File: config.mk
export PLATFORM = sky130hd
export DESIGN_NAME = fsp_top
export DESIGN_NICKNAME = d
export VERILOG_FILES = /design/src/pkg/fsp_pkg.sv /design/src/pkg/fsp_fifo_if.sv /design/src/rtl/fsp_fifo.sv /design/src/rtl/fsp_brg.sv /design/src/rtl/fsp_top.sv
export SDC_FILE = /design/constraint.sdc
export NUM_CORES = 1
export LEC_CHECK = 0
export BUFFER_PORTS_ARGS = -buffer_cell sky130_fd_sc_hd__buf_2
export CAP_MARGIN = 20
export CORE_MARGIN = 2
export CORE_UTILIZATION = 45
export DETAILED_ROUTE_END_ITERATION = 8
export PLACE_DENSITY = 0.73
export SYNTH_ARGS = -nofsm -noshare
export SYNTH_HDL_FRONTEND = slang
export SYNTH_HIERARCHICAL = 1
export SYNTH_SLANG_ARGS = --single-unit
export TNS_END_PERCENT = 10
File: constraint.sdc
create_clock -name mclk -period 11.4 [get_ports mclk]
set_clock_uncertainty 0.15 [all_clocks]
set_input_delay 2.85 -clock mclk [delete_from_list [all_inputs] [get_ports mclk]]
set_output_delay 2.85 -clock mclk [all_outputs]
set_load 0.02 [all_outputs]
File: src/pkg/fsp_pkg.sv
// Constants and types shared by the framed serial port design files.
// Assumes a single 25 MHz clock domain and plain-port configuration.
package fsp_pkg;
  // ****************************************
  // Sizes
  // ****************************************
  localparam int WORD_W = 16;
  localparam int DEPTH = 16;
  localparam int LVL_W = 5;
  localparam int PTR_W = 4;
  localparam int SLOT_W = 2;
  localparam int BIT_W = 6;
  localparam int ST_W = 12;
  localparam int ERR_W = 5;
  localparam int PRS_W = 5;
  localparam int DIV_W = 3;
  localparam int BRG_W = 14;
  localparam logic [LVL_W-1:0] FULL_LVL = 5'h10;
  localparam logic [BIT_W-1:0] BIT_LAST = 6'h3f;
  localparam logic [3:0] IDX_FIRST = 4'h0;
  localparam logic [3:0] IDX_LAST = 4'hf;
  localparam logic [WORD_W-1:0] WORD_RST = 16'h0000;
  localparam logic [ST_W-1:0] STATUS_RST = 12'h000;
  localparam logic [ERR_W-1:0] ERR_RST = 5'h00;
  // ****************************************
  // Status bit positions
  // ****************************************
  localparam int S_TXREQ = 0;
  localparam int S_TXEMP = 1;
  localparam int S_RXREQ = 2;
  localparam int S_RXFUL = 3;
  localparam int S_TXCTL = 4;
  localparam int S_RXCTL = 5;
  localparam int S_ERR0 = 6;
  localparam int S_SLOTERR = 11;
  // Sticky error positions inside the error vector
  localparam int E_TUDF = 0;
  localparam int E_TOVF = 1;
  localparam int E_ROVF = 2;
  localparam int E_RUDF = 3;
  localparam int E_SYNCERR = 4;
  typedef enum logic [1:0] {FSP_IDLE = 2'b00, FSP_ARMED = 2'b01, FSP_RUN = 2'b10} fsp_state_t;
endpackage

File: src/pkg/fsp_fifo_if.sv
// Connection between the port core and one of its data FIFOs.
// Assumes the FIFO and its user share the same clock.
`timescale 1ns/1ps
interface fsp_fifo_if;
  import fsp_pkg::*;
  logic push;
  logic [WORD_W-1:0] push_data;
  logic pop;
  logic [WORD_W-1:0] pop_data;
  logic flush;
  logic [LVL_W-1:0] level;
  logic full;
  logic empty;
  modport store (input push, push_data, pop, flush, output pop_data, level, full, empty);
  modport user (output push, push_data, pop, flush, input pop_data, level, full, empty);
endinterface

File: src/rtl/fsp_fifo.sv
// Sixteen-word data FIFO used for both transmit and receive.
// Assumes the user never relies on a push while full or pop while empty.
`timescale 1ns/1ps
module fsp_fifo (
  input wire logic mclk,
  input wire logic reset,
  input wire logic clk_en,
  fsp_fifo_if.store f
);
  import fsp_pkg::*;
  logic [WORD_W-1:0] mem_reg [DEPTH];
  logic [PTR_W-1:0] wr_reg, wr_next, rd_reg, rd_next;
  logic [LVL_W-1:0] cnt_reg, cnt_next;
  logic do_push, do_pop;

  always_comb
  begin
    do_push = f.push && !f.full;
    do_pop = f.pop && !f.empty;
    wr_next = wr_reg;
    rd_next = rd_reg;
    cnt_next = cnt_reg;
    if (f.flush)
    begin
      wr_next = '0;
      rd_next = '0;
      cnt_next = '0;
    end
    else
    begin
      if (do_push)
        wr_next = wr_reg + 1'b1;
      if (do_pop)
        rd_next = rd_reg + 1'b1;
      cnt_next = cnt_reg + LVL_W'(do_push) - LVL_W'(do_pop);
    end
  end

  always_ff @(posedge mclk or posedge reset)
  begin
    if (reset)
    begin
      wr_reg <= '0;
      rd_reg <= '0;
      cnt_reg <= '0;
    end
    else if (clk_en)
    begin
      wr_reg <= wr_next;
      rd_reg <= rd_next;
      cnt_reg <= cnt_next;
    end
  end

  // Storage needs no reset; the count guards every read
  always_ff @(posedge mclk)
  begin
    if (clk_en && do_push && !f.flush)
      mem_reg[wr_reg] <= f.push_data;
  end

  assign f.pop_data = mem_reg[rd_reg];
  assign f.level = cnt_reg;
  assign f.full = (cnt_reg == FULL_LVL);
  assign f.empty = (cnt_reg == '0);
endmodule

File: src/rtl/fsp_brg.sv
// Baud-rate generator: divides mclk into the master serial clock.
// Assumes init is held for at least one enabled cycle to restart it.
`timescale 1ns/1ps
module fsp_brg (
  input wire logic mclk,
  input wire logic reset,
  input wire logic clk_en,
  input wire logic run,
  input wire logic init,
  input wire logic src_sel,
  input wire logic [fsp_pkg::PRS_W-1:0] prescale,
  input wire logic [fsp_pkg::DIV_W-1:0] divider,
  output logic sclk,
  output logic fall_tick,
  output logic rise_tick
);
  import fsp_pkg::*;
  logic [BRG_W-1:0] cnt_reg, cnt_next, half;
  logic sclk_reg, sclk_next, wrap;

  always_comb
  begin
    half = (BRG_W'(prescale) + 14'h0001) << divider;
    if (!src_sel)
      half = half << 1;
    wrap = run && !init && (cnt_reg >= half - 14'h0001);
    cnt_next = cnt_reg + 14'h0001;
    sclk_next = sclk_reg;
    if (init || !run)
    begin
      cnt_next = '0;
      sclk_next = 1'b0;
    end
    else if (wrap)
    begin
      cnt_next = '0;
      sclk_next = !sclk_reg;
    end
  end

  always_ff @(posedge mclk or posedge reset)
  begin
    if (reset)
    begin
      cnt_reg <= '0;
      sclk_reg <= 1'b0;
    end
    else if (clk_en)
    begin
      cnt_reg <= cnt_next;
      sclk_reg <= sclk_next;
    end
  end

  assign sclk = sclk_reg;
  assign fall_tick = wrap && sclk_reg;
  assign rise_tick = wrap && !sclk_reg;
endmodule

File: src/rtl/fsp_top.sv
// Framed serial port core: FIFOs, slot sequencer, status and interrupt.
// Assumes all inputs, pins included, are synchronous to mclk.
// Behaviour
// - Tx request while tx level reaches threshold
// - Tx empty flag; software waits on it
// - Rx request while rx level reaches threshold
// - Rx full flag when no entry free
// - Tx control ready while its register free
// - Rx control ready while captured word valid
// - Tx underflow when slot finds FIFO empty
// - Tx overflow when writing a full FIFO
// - Rx overflow when word arrives, FIFO full
// - Rx underflow when reading an empty FIFO
// - Slave frame sync early raises sync error
// - Same slot for data and control errors
// - Interrupt when any enabled status bit set
// - Clock generator runs; pin waits for start
// - Serial traffic starts at first tx write
// - Tx data shifts out aligned to sync
// - Clear transmit, then sync enable, to stop
`timescale 1ns/1ps
module fsp_top (
  input wire logic mclk,
  input wire logic reset,
  input wire logic clk_en,
  input wire logic mode_slave,
  input wire logic bit_clock_enable,
  input wire logic frame_sync_enable,
  input wire logic transmit_enable,
  input wire logic receive_enable,
  input wire logic tx_channel_reset,
  input wire logic rx_channel_reset,
  input wire logic master_clock_source_sel,
  input wire logic [fsp_pkg::PRS_W-1:0] prescale_field,
  input wire logic [fsp_pkg::DIV_W-1:0] divider_field,
  input wire logic [fsp_pkg::SLOT_W-1:0] tx_slot,
  input wire logic [fsp_pkg::SLOT_W-1:0] rx_slot,
  input wire logic [fsp_pkg::SLOT_W-1:0] ctrl_slot,
  input wire logic [fsp_pkg::LVL_W-1:0] tx_threshold,
  input wire logic [fsp_pkg::LVL_W-1:0] rx_threshold,
  input wire logic [fsp_pkg::ST_W-1:0] irq_enable_reg,
  input wire logic [fsp_pkg::ST_W-1:0] status_clr,
  input wire logic tx_data_wr,
  input wire logic [fsp_pkg::WORD_W-1:0] tx_data_in,
  input wire logic rx_data_rd,
  output logic [fsp_pkg::WORD_W-1:0] rx_data_out,
  input wire logic tx_ctrl_wr,
  input wire logic [fsp_pkg::WORD_W-1:0] tx_ctrl_in,
  input wire logic rx_ctrl_rd,
  output logic [fsp_pkg::WORD_W-1:0] rx_ctrl_out,
  output logic [fsp_pkg::ST_W-1:0] port_status_reg,
  output logic irq,
  input wire logic serial_clk_in,
  output logic serial_clk_out,
  output logic serial_clk_oe,
  input wire logic frame_sync_in,
  output logic frame_sync_out,
  output logic frame_sync_oe,
  output logic serial_tx_pin,
  input wire logic serial_rx_in
);
  import fsp_pkg::*;

  // ****************************************
  // Declarations
  // ****************************************
  fsp_state_t state_reg, state_next;
  logic [BIT_W-1:0] bit_reg, bit_next, cur;
  logic [WORD_W-1:0] tsh_reg, tsh_next, rsh_reg, rsh_next;
  logic [WORD_W-1:0] tctl_reg, tctl_next, rctl_reg, rctl_next;
  logic [WORD_W-1:0] rdat_reg, rdat_next;
  logic tvld_reg, tvld_next, rvld_reg, rvld_next;
  logic fs_seen_reg, fs_seen_next, fs_out_reg, fs_out_next;
  logic live_reg, live_next, sclk_in_reg;
  logic [ERR_W-1:0] err_reg, err_next;
  logic [ST_W-1:0] status_reg, status_now;
  logic brg_sclk, brg_fall, brg_rise, fall_tick, rise_tick, running;
  logic [SLOT_W-1:0] slot, rslot;
  logic [3:0] idx, ridx;
  logic ev_udf, ev_tovf, ev_rovf, ev_rudf, ev_frame_sync_err, ctl_load, ctl_cap;

  fsp_fifo_if tx_if ();
  fsp_fifo_if rx_if ();

  fsp_fifo u_tx_fifo (.mclk(mclk), .reset(reset), .clk_en(clk_en), .f(tx_if));
  fsp_fifo u_rx_fifo (.mclk(mclk), .reset(reset), .clk_en(clk_en), .f(rx_if));

  // Generator runs from the bit clock enable alone, ahead of any traffic
  fsp_brg u_brg (
    .mclk(mclk),
    .reset(reset),
    .clk_en(clk_en),
    .run(bit_clock_enable),
    .init(tx_channel_reset || rx_channel_reset),
    .src_sel(master_clock_source_sel),
    .prescale(prescale_field),
    .divider(divider_field),
    .sclk(brg_sclk),
    .fall_tick(brg_fall),
    .rise_tick(brg_rise)
  );

  // ****************************************
  // Start and stop sequencing
  // ****************************************
  always_comb
  begin
    state_next = state_reg;
    case (state_reg)
      FSP_IDLE:
        if (bit_clock_enable && frame_sync_enable && (transmit_enable || receive_enable))
          state_next = FSP_ARMED;
      FSP_ARMED:
        if (!frame_sync_enable || !bit_clock_enable)
          state_next = FSP_IDLE;
        else if (tx_data_wr && transmit_enable)
          state_next = FSP_RUN;
      FSP_RUN:
        if (!frame_sync_enable || !bit_clock_enable)
          state_next = FSP_IDLE;
      default:
        state_next = FSP_IDLE;
    endcase
  end

  always_ff @(posedge mclk or posedge reset)
  begin
    if (reset)
      state_reg <= FSP_IDLE;
    else if (clk_en)
      state_reg <= state_next;
  end

  assign running = (state_reg == FSP_RUN);
  // Slave edges come from the pin; the previous sample only serves as history
  assign fall_tick = running && (mode_slave ? (sclk_in_reg && !serial_clk_in) : brg_fall);
  assign rise_tick = running && live_reg &&
    (mode_slave ? (!sclk_in_reg && serial_clk_in) : brg_rise);

  // ****************************************
  // Slot sequencer and data path
  // ****************************************
  always_comb
  begin
    bit_next = bit_reg;
    tsh_next = tsh_reg;
    rsh_next = rsh_reg;
    tctl_next = tctl_reg;
    rctl_next = rctl_reg;
    rdat_next = rdat_reg;
    tvld_next = tvld_reg;
    rvld_next = rvld_reg;
    fs_seen_next = fs_seen_reg;
    fs_out_next = fs_out_reg;
    live_next = live_reg;
    ev_udf = 1'b0;
    ev_rovf = 1'b0;
    ev_frame_sync_err = 1'b0;
    ctl_load = 1'b0;
    ctl_cap = 1'b0;
    tx_if.push = tx_data_wr;
    tx_if.push_data = tx_data_in;
    tx_if.pop = 1'b0;
    tx_if.flush = tx_channel_reset;
    rx_if.push = 1'b0;
    rx_if.push_data = {rsh_reg[WORD_W-2:0], serial_rx_in};
    rx_if.pop = rx_data_rd;
    rx_if.flush = rx_channel_reset;
    ev_tovf = tx_data_wr && tx_if.full;
    ev_rudf = rx_data_rd && rx_if.empty;
    if (rx_data_rd && !rx_if.empty)
      rdat_next = rx_if.pop_data;
    // An incoming sync marks the bit now starting as bit zero
    cur = (mode_slave && frame_sync_in) ? '0 : bit_reg + 1'b1;
    slot = cur[BIT_W-1:4];
    idx = cur[3:0];
    rslot = bit_reg[BIT_W-1:4];
    ridx = bit_reg[3:0];
    if (fall_tick)
    begin
      bit_next = cur;
      live_next = 1'b1;
      fs_out_next = (cur == '0);
      ev_frame_sync_err = mode_slave && frame_sync_in && fs_seen_reg && (bit_reg != BIT_LAST);
      if (mode_slave && frame_sync_in)
        fs_seen_next = 1'b1;
      tsh_next = {tsh_reg[WORD_W-2:0], 1'b0};
      if (idx == IDX_FIRST)
      begin
        if (slot == tx_slot && transmit_enable)
        begin
          if (tx_if.empty)
          begin
            ev_udf = 1'b1;
            tsh_next = WORD_RST;
          end
          else
          begin
            tx_if.pop = 1'b1;
            tsh_next = tx_if.pop_data;
          end
        end
        else if (slot == ctrl_slot)
        begin
          ctl_load = 1'b1;
          tsh_next = tvld_reg ? tctl_reg : WORD_RST;
        end
        else
          tsh_next = WORD_RST;
      end
    end
    if (rise_tick)
    begin
      rsh_next = rx_if.push_data;
      if (ridx == IDX_LAST && rslot == rx_slot && receive_enable)
      begin
        if (rx_if.full)
          ev_rovf = 1'b1;
        else
          rx_if.push = 1'b1;
      end
      else if (ridx == IDX_LAST && rslot == ctrl_slot)
      begin
        ctl_cap = 1'b1;
        rctl_next = rx_if.push_data;
      end
    end
    // A write in the same cycle as the slot load is kept
    if (ctl_load)
      tvld_next = 1'b0;
    if (tx_ctrl_wr && (!tvld_reg || ctl_load))
    begin
      tctl_next = tx_ctrl_in;
      tvld_next = 1'b1;
    end
    if (rx_ctrl_rd)
      rvld_next = 1'b0;
    if (ctl_cap)
      rvld_next = 1'b1;
    // Cleared at the edge that leaves RUN, so sync never outlives the run
    if (state_next != FSP_RUN)
    begin
      bit_next = BIT_LAST;
      fs_seen_next = 1'b0;
      fs_out_next = 1'b0;
      live_next = 1'b0;
    end
    if (tx_channel_reset)
    begin
      tsh_next = WORD_RST;
      tvld_next = 1'b0;
    end
    if (rx_channel_reset)
    begin
      rsh_next = WORD_RST;
      rvld_next = 1'b0;
    end
    // Hardware set wins over a clear in the same cycle
    err_next = (err_reg & ~status_clr[S_ERR0 +: ERR_W]) |
      {ev_frame_sync_err, ev_rudf, ev_rovf, ev_tovf, ev_udf};
  end

  always_ff @(posedge mclk or posedge reset)
  begin
    if (reset)
    begin
      bit_reg <= BIT_LAST;
      tsh_reg <= WORD_RST;
      rsh_reg <= WORD_RST;
      tctl_reg <= WORD_RST;
      rctl_reg <= WORD_RST;
      rdat_reg <= WORD_RST;
      tvld_reg <= 1'b0;
      rvld_reg <= 1'b0;
      fs_seen_reg <= 1'b0;
      fs_out_reg <= 1'b0;
      live_reg <= 1'b0;
      sclk_in_reg <= 1'b0;
      err_reg <= ERR_RST;
    end
    else if (clk_en)
    begin
      bit_reg <= bit_next;
      tsh_reg <= tsh_next;
      rsh_reg <= rsh_next;
      tctl_reg <= tctl_next;
      rctl_reg <= rctl_next;
      rdat_reg <= rdat_next;
      tvld_reg <= tvld_next;
      rvld_reg <= rvld_next;
      fs_seen_reg <= fs_seen_next;
      fs_out_reg <= fs_out_next;
      live_reg <= live_next;
      sclk_in_reg <= serial_clk_in;
      err_reg <= err_next;
    end
  end

  // ****************************************
  // Status and interrupt
  // ****************************************
  always_comb
  begin
    status_now = STATUS_RST;
    status_now[S_TXREQ] = (tx_if.level >= tx_threshold);
    status_now[S_TXEMP] = tx_if.empty;
    status_now[S_RXREQ] = (rx_if.level >= rx_threshold);
    status_now[S_RXFUL] = rx_if.full;
    status_now[S_TXCTL] = !tvld_reg;
    status_now[S_RXCTL] = rvld_reg;
    status_now[S_ERR0 +: ERR_W] = err_reg;
    status_now[S_SLOTERR] = (tx_slot == ctrl_slot) || (rx_slot == ctrl_slot);
  end

  always_ff @(posedge mclk or posedge reset)
  begin
    if (reset)
      status_reg <= STATUS_RST;
    else if (clk_en)
      status_reg <= status_now;
  end

  // Single request line, gated per source
  assign irq = |(status_reg & irq_enable_reg);
  assign port_status_reg = status_reg;
  // Clock pin held low until traffic really starts
  assign serial_clk_out = running && brg_sclk && !mode_slave;
  assign serial_clk_oe = !mode_slave;
  assign frame_sync_out = fs_out_reg && !mode_slave;
  assign frame_sync_oe = !mode_slave;
  assign serial_tx_pin = tsh_reg[WORD_W-1];
  assign rx_data_out = rdat_reg;
  assign rx_ctrl_out = rctl_reg;
endmodule

==> summary.txt <==
STA
  • Measured slew at the worst slew-check pin: 1.13 ns
  • Final worst path period need: 9.59 ns
  • Final setup fails: 0
  • Fmax achieved: roughly 100 MHz
  • Hold WS: about 0.33 ns
  • Fin crit share: 0.841
  • Rel. slew slack: 0.249
  • Post-Route Setup TNS: 0 ns
  • Final Max Tran Viols: 0
  • Final hold vios: 0
  • RSZ-0062 raised after global routing: no

Worst setup path
  • CP max FO: 35
  • Critical Path Start: prescale_field[0]
  • Worst reg2reg path endpoint: u_tx_fifo/f.level[4]
  • Crit end category: flop
  • Worst R2R Setup Slack: just under 6 ns
  • Worst path top cell family by delay: compound AO/OA/AOI/OAI gates
  • Crit start category: primary input
  • Crit path buffers/inverters: 4
  • Critical path data arrival time: 9.93 ns
  • Most used cell along the critical path: ha_1
  • Critical R2R Launch: u_brg/cnt_reg[4]
  • Required time of the critical path: 11.75 ns
  • Critical Setup Path Class: primary input to flop
  • Worst path max stage delay: 0.53 ns
  • R2R cell count: 23
  • Slowest library cell on the worst path: a21boi_1

Floorplanning
  • Die area: 68000 um2
  • Die height: 261 um
  • Core Area: 65500 um2
  • Die width: 261 um
  • Initial core utilization: 0.453
  • IO Count: around 150
  • Row cnt: 94

Pwr
  • Internal power: 4.29 mW
  • Net Sw Frac: 0.262
  • Comb power frac: 0.142
  • Sw Pwr: 1.52 mW
  • Total Power: 5.82 mW
  • Pleak: 11.8 nW
  • PD cells: 173 nW/um2
  • Clock Power Share: 0.378
  • Sequential share of power: 0.480
  • Peak supply drop: about 0.15 mV

Global routing
  • Largest net degree at the start of global routing: 72
  • GRT overflow: 0
  • All-layer global routing usage: 0.211
  • Global-route wire length before repair: between 100 and 150 mm
  • Number of global-route vias before repair: 18.1k
  • Initial antenna violation count: 7

Logic synthesis
  • Seq cells post-synth: 663
  • Synth warn: 6
  • Post-Synth Simple-Gate Area: 0.0892
  • Post-Syn Instances: 1946
  • Number of synthesized flops with an enable pin: 512
  • Mapped cell area: 29700 um2
  • Mapped Nets: 2096
  • Yosys cell types: a little under 100
  • Synth async-reset ratio: 0.228
  • Avg Cell Area, Syn: 15.2 um2
  • Register area share after synthesis: 0.646
  • Largest family of logic cells by synthesized area: multiplexers
  • Post-synthesis xor/xnor area fraction: 0.0114
  • Synth Area in Compound Gates: 0.0864
  • Synth Area in Adders: 0.0224
  • Top_reg_cell synth: edfxtp_1
  • Mux cell area share after synthesis: 0.118

Clock tree
  • Max clock buf depth: 3
  • Worst skew pair latency: ~0.62 ns
  • Resized cells post-CTS: 0
  • Clk slew on worst S/H paths: approximately 0.060 ns
  • Hold Buf Count CTS: 0
  • Clock net sink count: 663
  • CTS tree: yes
  • CTS root buf: clkbuf_16
  • CTS H-Tree Depth: 3
  • Total CTS buffers: 69
  • Setup Fix Bufs, Post-CTS: 0

Route
  • Vias/cell: between 6 and 7
  • Final ANT Viol Nets: 0
  • Overall routed net length: 71.9 mm
  • DRC viols: 0
  • First DRT Iteration DRCs: ~1.8k
  • Total iterations of the first detailed-routing run: 6
  • Via count: 18.1k
  • WL/cell: 23.9 um

Hold path
  • Hold Crit Endpoint: fs_out_reg
  • Worst Hold Class: flop to flop
  • Hold Crit Depth: 1
  • Hold Crit Start: fs_out_reg

Run status
  • Status: completed

Layout
  • Share of layout cells above drive strength 1: 0.237
  • Post-Layout Cell Count: 3012
  • Most common library cell in the layout ignoring fill and taps: edfxtp_1
  • Nets: roughly 2.2k
  • Layout Area Growth over Synthesis: 13.0%
  • Most frequent cells in the layout: 512 x edfxtp_1, 141 x dfrtp_1, 139 x buf_2, 128 x mux4_2, 122 x nand2_1

Placement
  • Detailed Place HPWL: roughly 44 mm
  • Port Buffers: 140
  • Routability Congestion: 0.834
  • DP Cell Count: 2877

Flow run
  • Max Cap Viol: 0
==> worst max-delay path by stage <==
stage                            to  slack [ns]  depth (start not counted)
3_3_place_gp   u_tx_fifo/f.level[4]        1.53                         33
5_1_grt        u_tx_fifo/f.level[4]        1.27                         33
6_report       u_tx_fifo/f.level[4]        1.81                         33
2_1_floorplan  u_tx_fifo/f.level[4]        2.36                         33
4_1_cts        u_tx_fifo/f.level[4]        1.89                         33
3_5_place_dp   u_tx_fifo/f.level[4]        1.27                         33
==> cell usage after synthesis (5+ instances only) <==
cell type / instances / area share
edfxtp_1: 512 / 0.52
or4_1: 21 / 0.0053
o2bb2ai_1: 17 / 0.0050
nor4_1: 18 / 0.0038
clkbuf_1: 62 / 0.0078
mux2i_1: 11 / 0.0037
o22ai_1: 11 / 0.0023
a221oi_1: 19 / 0.0056
xor2_1: 12 / 0.0035
a211o_1: 15 / 0.0044
and2_1: 35 / 0.0074
nand2b_1: 48 / 0.010
a211oi_1: 19 / 0.0048
and3_1: 29 / 0.0061
a22o_1: 8 / 0.0024
buf_2: 22 / 0.0037
dfstp_2: 6 / 0.0053
nor3_1: 16 / 0.0027
xnor2_1: 18 / 0.0053
inv_1: 58 / 0.0073
nand2_1: 122 / 0.015
nand4_1: 19 / 0.0040
nor2b_1: 20 / 0.0042
a32o_1: 8 / 0.0027
a22oi_1: 66 / 0.017
mux2_2: 42 / 0.016
nand3b_1: 5 / 0.0013
a31oi_1: 5 / 0.0011
nor3b_1: 6 / 0.0015
buf_1: 8 / 0.0010
nor2_1: 73 / 0.0092
nand3_1: 36 / 0.0061
dfrtp_1: 145 / 0.12
a21o_1: 11 / 0.0028
buf_6: 10 / 0.0038
ha_1: 50 / 0.021
o21ai_0: 76 / 0.013
a21oi_1: 50 / 0.0084
mux4_2: 128 / 0.097
o31ai_1: 5 / 0.0013
==> cell type report <==
class,instances,area [um2]
clock buffers,87,1850
flip-flops and latches,663,19200
repair buffers,183,1080
multi-input cells,1114,9760
well taps,864,1080
inverters,59,224
clock inverters,38,367
diodes,4,10.0
fillers,5270,32000
==> power groups by stage <==
stage	Clock, mW	Combinational [mW]	Sequential [mW]
detailed placement	0	0.817	2.84
CTS	2.23	0.824	2.80
global route	2.33	0.895	2.81
floorplan	0	0.575	2.82
global placement	0	0.787	2.84
finish	2.20	0.825	2.79
==> per-layer routing <==
metal | GRT usage | wire length [um]
met1 | 0.275 | 28500
met2 | 0.355 | 36300
met3 | 0.0400 | 5130
met4 | 0.0719 | 1970
met5 | 0 | 36
==> worst reg2reg max path, stage by stage (launching register included) <==
cell and delay [ns]:
dfrtp_1 0.45, ha_1 0.34, nand4_1 0.13, nor3_1 0.21, o21a_1 0.13, a311o_1 0.11, a211oi_1 0.10, nor3b_1 0.30
and2_1 0.17, nand2b_1 0.05, a21boi_1 0.53, nand2_1 0.13, buf_4 0.29, nor3_1 0.31, nor2b_1 0.38, ha_1 0.31
inv_1 0.06, ha_1 0.15, inv_1 0.06, fa_1 0.42, nor2b_1 0.18, o31ai_1 0.13, xnor2_1 0.15, o311ai_1 0.26
==> cells by family (layout without fill, tap and decap cells) <==
| group | count (synthesis) | count (layout) |
|---|---|---|
| xor gates and xnor gates | 34 | 34 |
| AOI/OAI and AO/OA | 360 | 360 |
| muxes | 183 | 183 |
| and+or+nand+nor | 485 | 485 |
| DFF | 663 | 663 |
| buffers and inverters | 169 | 367 |
| adders and majority gates | 52 | 52 |
| other | 0 | 4 |
==> through the flow <==
step                setup WS, ns  utilization  instance area [um2]
floorplan                   2.36            -                29700
global placement            1.53        0.476                31200
detailed placement          1.27        0.477                31200
CTS                         1.89        0.510                33400
global route                1.27        0.512                33500
finish                      1.81        0.512                33500
Note: power is estimated with default switching activity, not from simulation.
